===== src/rtl/wwt_cfg.svh =====
// constants of the window timer block
// Contract
// - tick is bus clock divided by 4096, then by 1, 2, 4 or 8.
// - 14-bit down-counter decrements every tick, active or not.
// - activation bit set by software only; stays set until reset.
// - while active, reset request when count goes from 0x40 to 0x3F.
// - while active, refresh with count above window value requests reset.
// - 14-bit window value is upper limit of refresh window.
// - started and enabled: interrupt when counter reaches 0x40; code raises it on the 0x40 to 0x3F tick, with the reset request.
// - writing zero clears early flag; writing one leaves it.
// - timeout counts ticks down to 0x3F inclusive.
// - debug halt with freeze control one stops the counter.
// - early flag set at 0x40 even with interrupt disabled.
// - early interrupt enable set by software, cleared only by reset.
// - timebase select 00 by 1, 01 by 2, 10 by 4, 11 by 8.
`ifndef WWT_CFG_SVH
`define WWT_CFG_SVH
`define WWT_OFS_CTRL 4'h0
`define WWT_OFS_CFG 4'h4
`define WWT_OFS_STS 4'h8
`define WWT_OFS_IEN 4'hC
`define WWT_BIT_ACT 14
`define WWT_BIT_EWI 16
`define WWT_PRE_DIV 4096
`define WWT_CNT_RST 14'h3FFF
`define WWT_WIN_RST 14'h3FFF
`define WWT_CNT_EARLY 14'h0040
`define WWT_CNT_LAST 14'h003F
`endif


===== src/rtl/wwt_pkg.sv =====
// types of the window timer block
package wwt_pkg;
  typedef struct packed {
    logic [11:0] pre;
    logic [2:0] sub;
    logic [13:0] cnt;
    logic [13:0] win;
    logic [1:0] tb;
    logic act;
    logic ewi;
    logic flag;
    logic rst_req;
    logic irq;
    logic [31:0] rdata;
  } wwt_state_type;
endpackage


===== src/rtl/wwt_tick.sv =====
// tick divider of the window timer
`timescale 1ns/1ps
`include "wwt_cfg.svh"
module wwt_tick #(
  parameter int PRE_DIV = `WWT_PRE_DIV
) (
  input wire logic mclk,
  input wire logic reset,
  input wire logic run,
  input wire logic [1:0] tb,
  output logic tick
);
  // refuse a prescale that the 16-bit counter cannot reach
  if (PRE_DIV < 2 || PRE_DIV > 65536) begin : g_bad_div
    $error("wwt_tick: PRE_DIV out of range");
  end
  logic [15:0] pre_reg;
  logic [2:0] sub_reg;
  logic [2:0] sub_max;
  logic pre_end;
  always_comb begin
    unique case (tb)
      2'h0: sub_max = 3'h0;
      2'h1: sub_max = 3'h1;
      2'h2: sub_max = 3'h3;
      2'h3: sub_max = 3'h7;
    endcase
  end
  assign pre_end = (pre_reg == 16'(PRE_DIV - 1));
  // divide by prescale then by power of two
  always_ff @(posedge mclk) begin
    if (reset) begin
      pre_reg <= 16'h0000;
      sub_reg <= 3'h0;
      tick <= 1'b0;
    end else begin
      tick <= 1'b0;
      if (run) begin
        pre_reg <= pre_end ? 16'h0000 : pre_reg + 16'h0001;
        if (pre_end) begin
          if (sub_reg >= sub_max) begin
            sub_reg <= 3'h0;
            tick <= 1'b1;
          end else begin
            sub_reg <= sub_reg + 3'h1;
          end
        end
      end
    end
  end
endmodule // wwt_tick


===== src/rtl/wwt_top.sv =====
// window watchdog timer with register port
`timescale 1ns/1ps
`include "wwt_cfg.svh"
module wwt_top #(
  parameter int PRE_DIV = `WWT_PRE_DIV
) (
  input wire logic mclk,
  input wire logic reset,
  input wire logic [3:0] addr,
  input wire logic [31:0] wdata,
  input wire logic wr_stb,
  input wire logic rd_stb,
  output logic [31:0] rdata,
  input wire logic core_halted,
  input wire logic debug_freeze_control,
  output logic sys_reset_req,
  output logic irq
);
  wwt_pkg::wwt_state_type s_reg;
  wwt_pkg::wwt_state_type s_next;
  logic halt_s1_reg;
  logic halt_s2_reg;
  logic frz_s1_reg;
  logic frz_s2_reg;
  logic run;
  logic tick;
  logic wr_ctrl;
  logic wr_cfg;
  logic wr_sts;
  logic wr_ien;
  logic hit_early;
  logic hit_last;

  // refuse a prescale the tick divider cannot count
  if (PRE_DIV < 2 || PRE_DIV > 65536) begin : g_bad_div
    $error("wwt_top: PRE_DIV out of range");
  end

  // debug lines come from another domain
  always_ff @(posedge mclk) begin
    if (reset) begin
      halt_s1_reg <= 1'b0;
      halt_s2_reg <= 1'b0;
      frz_s1_reg <= 1'b0;
      frz_s2_reg <= 1'b0;
    end else begin
      halt_s1_reg <= core_halted;
      halt_s2_reg <= halt_s1_reg;
      frz_s1_reg <= debug_freeze_control;
      frz_s2_reg <= frz_s1_reg;
    end
  end

  assign run = !(halt_s2_reg && frz_s2_reg);

  wwt_tick #(
    .PRE_DIV(PRE_DIV)
  ) u_tick (
    .mclk(mclk),
    .reset(reset),
    .run(run),
    .tb(s_reg.tb),
    .tick(tick)
  );

  assign wr_ctrl = wr_stb && (addr == `WWT_OFS_CTRL);
  assign wr_cfg = wr_stb && (addr == `WWT_OFS_CFG);
  assign wr_sts = wr_stb && (addr == `WWT_OFS_STS);
  assign wr_ien = wr_stb && (addr == `WWT_OFS_IEN);
  assign hit_early = tick && run && (s_reg.cnt == `WWT_CNT_EARLY);
  assign hit_last = hit_early;

  always_comb begin
    s_next = s_reg;
    s_next.pre = 12'h000;
    s_next.sub = 3'h0;
    s_next.rdata = 32'h00000000;
    // decrement on each tick, wrapping when idle
    if (tick && run) begin
      s_next.cnt = s_reg.cnt - 14'h0001;
    end
    if (wr_ctrl) begin
      s_next.cnt = wdata[13:0];
      if (wdata[`WWT_BIT_ACT]) begin
        s_next.act = 1'b1;
      end
      if (s_reg.act && (s_reg.cnt > s_reg.win)) begin
        s_next.rst_req = 1'b1;
      end
    end
    // reset on 0x40 to 0x3F while active
    if (s_reg.act && hit_last && !wr_ctrl) begin
      s_next.rst_req = 1'b1;
    end
    if (wr_cfg) begin
      s_next.win = wdata[13:0];
      s_next.tb = wdata[15:14];
      if (wdata[`WWT_BIT_EWI]) begin
        s_next.ewi = 1'b1;
      end
    end
    // write zero clears, write one keeps
    if (wr_sts && !wdata[0]) begin
      s_next.flag = 1'b0;
    end
    // clear register of the same layout
    if (wr_ien && wdata[0]) begin
      s_next.flag = 1'b0;
    end
    if (hit_early) begin
      s_next.flag = 1'b1;
    end
    // level interrupt when started and enabled
    s_next.irq = s_next.flag && s_next.ewi && s_next.act;
    if (rd_stb) begin
      unique case (addr)
        `WWT_OFS_CTRL: s_next.rdata = {17'h00000, s_reg.act, s_reg.cnt};
        `WWT_OFS_CFG: s_next.rdata = {15'h0000, s_reg.ewi, s_reg.tb,
          s_reg.win};
        `WWT_OFS_STS: s_next.rdata = {31'h00000000, s_reg.flag};
        default: s_next.rdata = 32'h00000000;
      endcase
    end
  end

  always_ff @(posedge mclk) begin
    if (reset) begin
      s_reg.pre <= 12'h000;
      s_reg.sub <= 3'h0;
      s_reg.cnt <= `WWT_CNT_RST;
      s_reg.win <= `WWT_WIN_RST;
      s_reg.tb <= 2'h0;
      s_reg.act <= 1'b0;
      s_reg.ewi <= 1'b0;
      s_reg.flag <= 1'b0;
      s_reg.rst_req <= 1'b0;
      s_reg.irq <= 1'b0;
      s_reg.rdata <= 32'h00000000;
    end else begin
      s_reg <= s_next;
    end
  end

  assign rdata = s_reg.rdata;
  assign sys_reset_req = s_reg.rst_req;
  assign irq = s_reg.irq;
endmodule // wwt_top


===== config.mk =====
export PLATFORM = sky130hd
export DESIGN_NAME = wwt_top
export DESIGN_NICKNAME = d
export VERILOG_FILES = /design/src/rtl/wwt_pkg.sv /design/src/rtl/wwt_tick.sv /design/src/rtl/wwt_top.sv
export VERILOG_INCLUDE_DIRS = /design/src /design/src/rtl
export SDC_FILE = /design/constraint.sdc
export NUM_CORES = 1
export LEC_CHECK = 0
export ABC_AREA = 1
export BUFFER_PORTS_ARGS = -buffer_cell sky130_fd_sc_hd__buf_2
export CAP_MARGIN = 20
export CELL_PAD_IN_SITES_DETAIL_PLACEMENT = 1
export CELL_PAD_IN_SITES_GLOBAL_PLACEMENT = 1
export CORE_AREA = 2 2 106 108
export DETAILED_ROUTE_END_ITERATION = 6
export DIE_AREA = 0 0 108 110
export PLACE_DENSITY = 0.88
export SYNTH_ARGS = -nofsm -noshare
export SYNTH_HDL_FRONTEND = slang
export SYNTH_HIERARCHICAL = 1
export SYNTH_SLANG_ARGS = --single-unit

===== constraint.sdc =====
create_clock -name mclk -period 2.1 [get_ports mclk]
set_input_delay 0.21 -clock mclk [delete_from_list [all_inputs] [get_ports mclk]]
set_output_delay 0.21 -clock mclk [all_outputs]
set_load 0.05 [all_outputs]

**Word level (Yosys, flattened, before mapping)**

Cells that the tools add are included.

- Bits in registers: 91
- Bits in latches: 0
- RAM bits: 0
- Memory bits (read-only): 0
- Bits of input ports: 42
- Output and inout bits: 34
- Word-level logic and storage cells: 75
- Memories: 0

- Add/sub/neg operators: 3
- $mul: 0
- Div/mod/pow operators: 0
- Order comparisons: 2
- Eq/ne operators: 8
- Shifts and indexed selects: 0
- Multiplexer cells: 17
- Bitwise gates (word level): 3
- Reductions and logical operators: 26

Operators with widths:

| kind | number |
|---|---|
| 17-bit case mux with 3 select lines | 1 |
| 14-bit 2-to-1 mux | 2 |
| 16-bit by 1-bit adder with 16-bit output (second input constant) | 1 |
| 16-bit by 12-bit == test with 1-bit output (second input constant) | 1 |
| 16-bit 2-to-1 mux | 1 |
| 14-bit by 7-bit == test with 1-bit output (second input constant) | 1 |
| 14-bit > comparator | 1 |
| 1-bit logical AND | 14 |
| 14-bit by 1-bit subtractor with 14-bit output (second input constant) | 1 |
| 3-bit case mux with 4 select lines | 1 |
| 1-bit 2-to-1 mux | 11 |
| 4-bit == test (second input constant) | 2 |
| 2-bit nonzero test | 3 |
| 2-bit == test (second input constant) | 2 |
| 4-bit by 3-bit == test with 1-bit output (second input constant) | 1 |
| 4-bit logical NOT | 1 |
| 2-bit AND reduction | 2 |
| 3-bit by 1-bit adder with 3-bit output (second input constant) | 1 |
| 3-bit >= comparator | 1 |
| 1-bit logical NOT | 3 |
| 3-bit 2-to-1 mux | 1 |
| 1-bit NOT | 3 |
| 3-bit OR reduction | 1 |
| 2-bit by 1-bit == test with 1-bit output (second input constant) | 1 |
| other kinds (2) | 2 |

**Longest topological paths before layout**

Gate-level depths: netlist of run 1.

- Depth after elaboration: 8
- Mapped depth: 13
- Gate-level depth less buffers: 13

**Cells and area by module**

Netlist of run 1, hierarchy kept.

Modules (own cells, without submodules):

| module | instances | cells each | area an instance (sq um) |
|---|---|---|---|
| wwt_top | 1 | 401 | 3000.4 |
| wwt_tick | 1 | 178 | 1196.1 |

**Least setup slack after synthesis of run 1**

No wires, ideal clock.

- Path type: flip-flop to flip-flop
- Start point: register s_reg[53] in the netlist's numbering
- End point: register s_reg[65] in the netlist's numbering
- Setup time: 0.115 ns
- Arrival: 1.429 ns
- Data required time: 1.985 ns
- Setup slack: 0.557 ns
- Cell stages (with the launch flop): 11
- Path buffers: 0
- Path through: dfxtp_1 inv_1 ha_1 inv_1 nor3_2 nand2_1 nor2_2 nand4_1 xor2_1 nand2_1 nand2_1

- Word-level cells in the longest chain between the ends: 3

RTL lines:

| item | RTL line | source |
|---|---|---|
| start: declaration | wwt_top.sv:19 | `wwt_pkg::wwt_state_type s_reg;` |
| start signal: assignment | wwt_top.sv:140 | `s_reg <= s_next;` |
| 14-bit by 1-bit subtractor with 14-bit output | wwt_top.sv:80 | `s_next.cnt = s_reg.cnt - 14'h0001;` |
| 14-bit 2-to-1 mux | wwt_top.sv:79 | `if (tick && run) begin` |
| 14-bit 2-to-1 mux | wwt_top.sv:82 | `if (wr_ctrl) begin` |

No other way between the ends. The select of a mux whose other input is x is not followed.
A chain may end at the register's enable or synchronous reset.

**Worst setup path after layout of run 1**

- Start point: register s_reg[53] in the netlist's numbering
- End point: register s_reg[61] in the netlist's numbering

Same word-level chain as after synthesis.

==> results.md, run 1 <==
* Worst path bufs/invs at 2
* Reg power frac at 0.433
* FFs w/ async S/R, synth at 0
* Post-synth EDFFs at 0
* RSZ-0062 raised after global routing: no
* Tot GR Track Use at 0.222
* Row count at 38
* Family with the most delay on the worst path: simple AND/OR/NAND/NOR gates
* Initial antenna violation count at 0
* Root Driver: clkbuf_8
* Area leader, netlist: dfxtp_1
* Final net count at 675
* Predominant post-synthesis flop cell: dfxtp_1
* DRC violation count after routing at 0
* Post-cts sizing count at 0
* Logic pwr share at 0.096
* HPWL Detailed at 9040 µm
* CP endpoint kind: flip-flop
* Routed Antenna Nets at 0
* Most instantiated cells after synthesis: 122 x nand2_1, 77 x inv_1, 76 x dfxtp_1, 57 x nor2_1, 44 x a21oi_1
* Hold Crit Start: core_halted
* CTS max path bufs at 2
* Reg2reg end: s_reg[61]
* Routed WL at 12700 µm
* Layout Skew at 0.00894 ns
* Minimum clock period at 1.84 ns
* Post-Place Worst Slack at 0.314 ns
* Routability Congestion at 0.872
* Total clock sinks at 76
* Initial Util at 0.392
* Vias per cell at 5.18
* Leak at 2.21 nW
* CP Class: flip-flop to flip-flop
* Worst-case reg-to-reg path depth at 10
* Setup Fix Bufs, Post-CTS at 0
* Final WS setup at 0.258 ns
* Worst Hold Class: input port to flip-flop
* Synth Warn # at 6
* Peak VDD IR at 0.389 mV
* Top-count cell post-synth: nand2_1
* Sw Pwr at 0.000857 W
* Clk_lat worst skew at 0.37 ns
* Post-DP Area at 4400 µm²
* H-tree levels at 3
* Synth area leaders: dfxtp_1 36%, nand2_1 11%, inv_1 6.9%
* Hold Vio Cnt, Final at 0
* Hold bufs inserted after CTS at 0
* Clk slew on worst S/H paths at 0.08 ns
* Pwr Density at 733 nW/µm²
* Cells after synthesis at 579
* Final number of setup-violating endpoints at 0
* CP max-delay cell: dfxtp_1
* Die Wd at 108 µm
* CP max FO at 7
* R2R Setup Slk at 0.26 ns
* Setup TNS at 0 ns
* Largest net degree at the start of global routing at 26
* Clock buffer count from CTS at 9
* P_int at 0.00258 W
* Sw Share at 0.249
* Area Overhead vs Synth at 11.8%
* DRT iter0 DRCs at 156
* Yosys reg bits at 76
* # diodes at 0
* Total number of vias at 3921
* Top cell type's share of synthesized area at 0.363
* Yosys cell types at 36
* TritonCTS clock tree: built
* Post-Syn Area at 4200 µm²
* Pin slew with the least headroom to its limit at 0.781 ns
* Design area at 4690 µm²
* Worst hold slack at 0.0539 ns
* Critical path's largest stage delay at 0.34 ns
* F_max at 0.543 GHz
* Full die area at 11900 µm²
* Max Cap Viol at 0
* Period utilisation layout at 0.877
* Clock power frac at 0.471
* I/O Buffers at 45
* Number of flip-flops in the largest register at 33
* RR Startpoint: s_reg[53]
* Status: finished clean
* Relative slew margins at 0.478
* Crit path capture: s_reg[61]
* First-pass GRT wire length at 20400 µm
* CP Data Arrival Time at 2.10 ns
* Fin. max-slew vios at 0
* Drt pass-1 iters at 4
* Vias in the first global route at 4189
* Sequential cell area fraction in the yosys report at 0.363
* WP data required at 2.35 ns
* Share of cells above drive strength 1 at 0.159
* Finished Core Util at 0.438
* I/O pin cnt at 76
* CP Launch Type: flip-flop
* Mapped Avg Cell Area at 7.25 µm²
* Die Ht at 110 µm
* CP most frequent cell: nand2_1
* Wire per inst at 16.7 µm
* Crit-path cells: inv_1 -> ha_1 -> inv_1 -> nor3_2 -> nand2_1 -> nor2_2 -> nand2_1 -> xor2_1 -> nand2_1 -> o211ai_1
* WP depth at 10
* Area of the core at 10700 µm²
* Overflow left after global routing at 0
* Worst setup path start: s_reg[53]
-- worst register-to-register path, cell delays in order, from the launching register on --
cell and delay [ns]:
dfxtp_1 0.34, inv_1 0.19, ha_1 0.22, inv_1 0.05, nor3_2 0.17, nand2_1 0.13
nor2_2 0.20, nand2_1 0.11, xor2_1 0.16, nand2_1 0.07, o211ai_1 0.08
-- per-layer routing --
metal  GRT usage  up-vias  part of all wire
met5           0        -                 0
met4       0.101        0             0.028
met3      0.0500       30             0.039
met2       0.394       82              0.50
met1       0.256     1919              0.43
li1            -     1890                 -
-- cell families (layout without fill, tap and decap cells) --
kind of cell               Yosys count  in the layout  synth area share
other                                1             15          0.000894
adders and majority gates           21             21            0.0626
DFF                                 76             76             0.363
buffers and inverters              126            150             0.146
xor gates and xnor gates            11             11            0.0230
AOI/OAI and AO/OA                   85             85             0.121
and+or+nand+nor                    259            259             0.284
-- final cells by class --
cell class / instances / area (µm²)
Timing Repair Buffer: 53 / 285
Multi-Input combinational cell: 391 / 2110
Clock inverter: 7 / 163
Clock buffer: 9 / 124
Sequential cell: 76 / 1520
Inverter: 81 / 308
Fill cell: 1390 / 6010
Tap cell: 140 / 175
-- worst min path at each step --
stage / end / slack, ns / cells past startpoint
4_1_cts: halt_s1_reg / 0.05 / 3
3_5_place_dp: halt_s2_reg / 0.41 / 2
2_1_floorplan: frz_s1_reg / 0.32 / 2
6_report: halt_s1_reg / 0.05 / 3
3_3_place_gp: halt_s2_reg / 0.39 / 2
5_1_grt: halt_s1_reg / 0.06 / 3
-- cell usage in the layout, fill, tap and decap left out, types with 15 or more instances in the layout --
| cell | Yosys | routed |
|---|---|---|
| nand2_1 | 122 | 122 |
| nand3_1 | 36 | 36 |
| dfxtp_1 | 76 | 76 |
| conb_1 | 1 | 15 |
| a21oi_1 | 44 | 44 |
| inv_1 | 77 | 77 |
| buf_2 | 4 | 45 |
| ha_1 | 21 | 21 |
| nor2_1 | 57 | 57 |
| o211ai_1 | 21 | 21 |
-- power by group through the flow --
stage / logic [W] / clock network, W / registers (W)
floorplan: 0.000253 / 0 / 0.00152
finish: 0.000331 / 0.00162 / 0.00149
global placement: 0.000311 / 0 / 0.00152
global route: 0.000361 / 0.00170 / 0.00149
detailed placement: 0.000326 / 0 / 0.00152
CTS: 0.000330 / 0.00164 / 0.00149
-- stage by stage --
stage	power, W	cells
after detailed placement	0.00185	741
after CTS	0.00345	757
after floorplan	0.00177	593
after global placement	0.00183	741
after global routing	0.00356	757
final	0.00344	757
(Power assumes the default switching activity.)
==> run 2, diff against run 1 <==
CORE_AREA = 2 2 103 105   (was 2 2 106 108)
CTS_BUF_LIST = sky130_fd_sc_hd__clkbuf_2 sky130_fd_sc_hd__clkbuf_4 sky130_fd_sc_hd__clkbuf_8   (was unset)
DIE_AREA = 0 0 105 107   (was 0 0 108 110)
PLACE_DENSITY = 0.92   (was 0.88)
==> run 2 against run 1 <==
Against the previous run:
- sequential share of layout area up 0.11 points
- critical path type unchanged
- register-to-register slack got worse by 0.07 ns
- non-clock buffer count up 1
- flip-flop and latch count is the same
==> results.md, run 2 (same netlist as run 1, synthesis figures left out) <==
* Period utilisation layout at 0.910 (+0.0331)
* CP endpoint kind: flip-flop
* Worst setup path start: s_reg[53]
* Critical path's largest stage delay at 0.34 ns (about the same)
* Total power at 0.00334 W (-3.0%)
* Final WS setup at 0.188 ns (-0.0696 ns)
* Initial Util at 0.416 (+0.0235)
* TritonCTS clock tree: built
* Number of flip-flops in the largest register at 33 (unchanged)
* Area of the core at 10100 µm² (-5.7%)
* Post-cts sizing count at 0 (unchanged)
* F_max at 0.523 GHz (-3.6%)
* Finished Core Util at 0.463 (+0.0247)
* Vias in the first global route at 4287 (+2.3%)
* Setup Fix Bufs, Post-CTS at 0 (unchanged)
* Routed Antenna Nets at 0 (unchanged)
* CP max FO at 7 (unchanged)
* Initial antenna violation count at 0 (unchanged)
* Vias per cell at 5.19 (+0.17%)
* Wire per inst at 16.2 µm (-3.3%)
* I/O Buffers at 45 (unchanged)
* Minimum clock period at 1.91 ns (+0.0696 ns)
* Clk slew on worst S/H paths at 0.08 ns (about the same)
* Area Overhead vs Synth at 11.4%
* Met2 WL post-DR at 6300 µm (-0.99%)
* Root Driver: clkbuf_8
* HPWL Detailed at 9050 µm (+0.12%)
* Pwr Density at 714 nW/µm² (-2.7%)
* RR Startpoint: s_reg[53]
* Worst-case reg-to-reg path depth at 10 (unchanged)
* Overflow left after global routing at 0 (unchanged)
* DRC violation count after routing at 0 (unchanged)
* FILL cells at 1324 (-4.7%)
* # diodes at 0 (unchanged)
* Tot GR Track Use at 0.226 (+0.00402)
* Hold Vio Cnt, Final at 0 (unchanged)
* Final net count at 676 (+0.15%)
* WP data required at 2.36 ns (about the same)
* Routability Congestion at 0.867 (-0.56%)
* Die Wd at 105 µm (-2.8%)
* Worst Hold Class: input port to flip-flop
* Most frequent cells in the layout: 122 x nand2_1, 77 x inv_1, 76 x dfxtp_1
* Crit-path cells: inv_1 -> ha_1 -> inv_1 -> nor3_2 -> nand2_1 -> nor2_2 -> nand4_1 -> xor2_1 -> nand2_1 -> nand2_1
* CP Class: flip-flop to flip-flop
* DR WL met3 at 424 µm (-15%)
* CP Data Arrival Time at 2.17 ns (+0.07 ns)
* Peak VDD IR at 0.329 mV (-16%)
* Design area at 4670 µm² (-0.35%)
* First-pass GRT wire length at 20200 µm (-0.81%)
* H-tree levels at 3 (unchanged)
* CTS max path bufs at 2 (unchanged)
* Row count at 37 (-2.6%)
* Fin. max-slew vios at 0 (unchanged)
* Setup TNS at 0 ns (unchanged)
* Crit path capture: s_reg[65]
* Most common cell after layout, fill and taps aside: nand2_1
* Drt pass-1 iters at 4 (unchanged)
* M1 WL at 5220 µm (-4.0%)
* Full die area at 11200 µm² (-5.4%)
* Largest net degree at the start of global routing at 18 (-31%)
* Post-DP Area at 4410 µm² (about the same)
* Top routing layer in use: met4
* CP most frequent cell: nand2_1
* Routed WL at 12200 µm (-3.7%)
* Share of cells above drive strength 1 at 0.160 (+0.00136)
* CP max-delay cell: dfxtp_1
* Reg2reg end: s_reg[65]
* Final number of setup-violating endpoints at 0 (unchanged)
* R2R Setup Slk at 0.19 ns (-0.07 ns)
* Max Cap Viol at 0 (unchanged)
* Total number of vias at 3912 (-0.23%)
* RSZ-0062 raised after global routing: no
* Leak at 2.21 nW (-0.22%)
* CP Launch Type: flip-flop
* Hold bufs inserted after CTS at 0 (unchanged)
* DRT iter0 DRCs at 147 (-5.8%)
* Clk_lat worst skew at 0.37 ns (about the same)
* Die Ht at 107 µm (-2.7%)
* Layout Skew at 0.0143 ns (+0.00537 ns)
* Status: finished clean
* Clock buffer count from CTS at 9 (unchanged)
* I/O pin cnt at 76 (unchanged)
* Post-Place Worst Slack at 0.272 ns (-0.0416 ns)
* Total clock sinks at 76 (unchanged)
-- run 2: cell types whose count changed in the layout (fill, tap and decap cells not counted) --
cell | previous run | this run
clkinv_2 | 2 | 1
clkinv_4 | 0 | 1
clkbuf_4 | 0 | 1
bufinv_16 | 5 | 4
buf_4 | 8 | 9
-- run 2: critical path: cells and delay by family (launching register included) --
family | cells | cell delay [ns]
flip-flops | 1 | 0.34
XOR/XNOR | 1 | 0.16
buffers and inverters | 2 | 0.28
AND/OR/NAND/NOR | 6 | 0.77
adder cells (fa/ha/maj) | 1 | 0.24
-- run 2: per-layer routing --
layer	track usage	vias to the layer above
li1	-	1891
met1	0.250	1918
met2	0.426	82
met3	0.0468	21
met4	0.0819	0
met5	0	-
-- run 2: layout make-up --
type	count	area, µm²	share of cell area
clock buffer	10	131	0.0281
clock inverter	6	136	0.0292
inverter	81	308	0.0658
multi-input combinational	391	2110	0.452
sequential	76	1520	0.325
tap	136	170	0.0364
timing repair buffer	54	293	0.0626
-- run 2: worst min path at each step --
stage / start / endpoint / slack, ns / cells after the start
finish: core_halted / halt_s1_reg / 0.05 / 3
floorplan: debug_freeze_control / frz_s1_reg / 0.32 / 2
global route: debug_freeze_control / frz_s1_reg / 0.05 / 3
detailed placement: frz_s1_reg / frz_s2_reg / 0.40 / 2
global placement: frz_s1_reg / frz_s2_reg / 0.39 / 2
CTS: core_halted / halt_s1_reg / 0.04 / 3
-- run 2: power breakdown --
| part | internal, W | switching, W |
|---|---|---|
| registers | 0.00147 | 0.0000218 |
| clock network | 0.000925 | 0.000589 |
| logic | 0.0000896 | 0.000243 |
-- run 2: per-stage QoR --
| stage | std cells | hold slack [ns] |
|---|---|---|
| 6_report | 754 | 0.0544 |
| 5_1_grt | 754 | 0.0498 |
| 4_1_cts | 754 | 0.0358 |
| 3_5_place_dp | 738 | 0.404 |
| 3_3_place_gp | 738 | 0.389 |
| 2_1_floorplan | 593 | 0.317 |
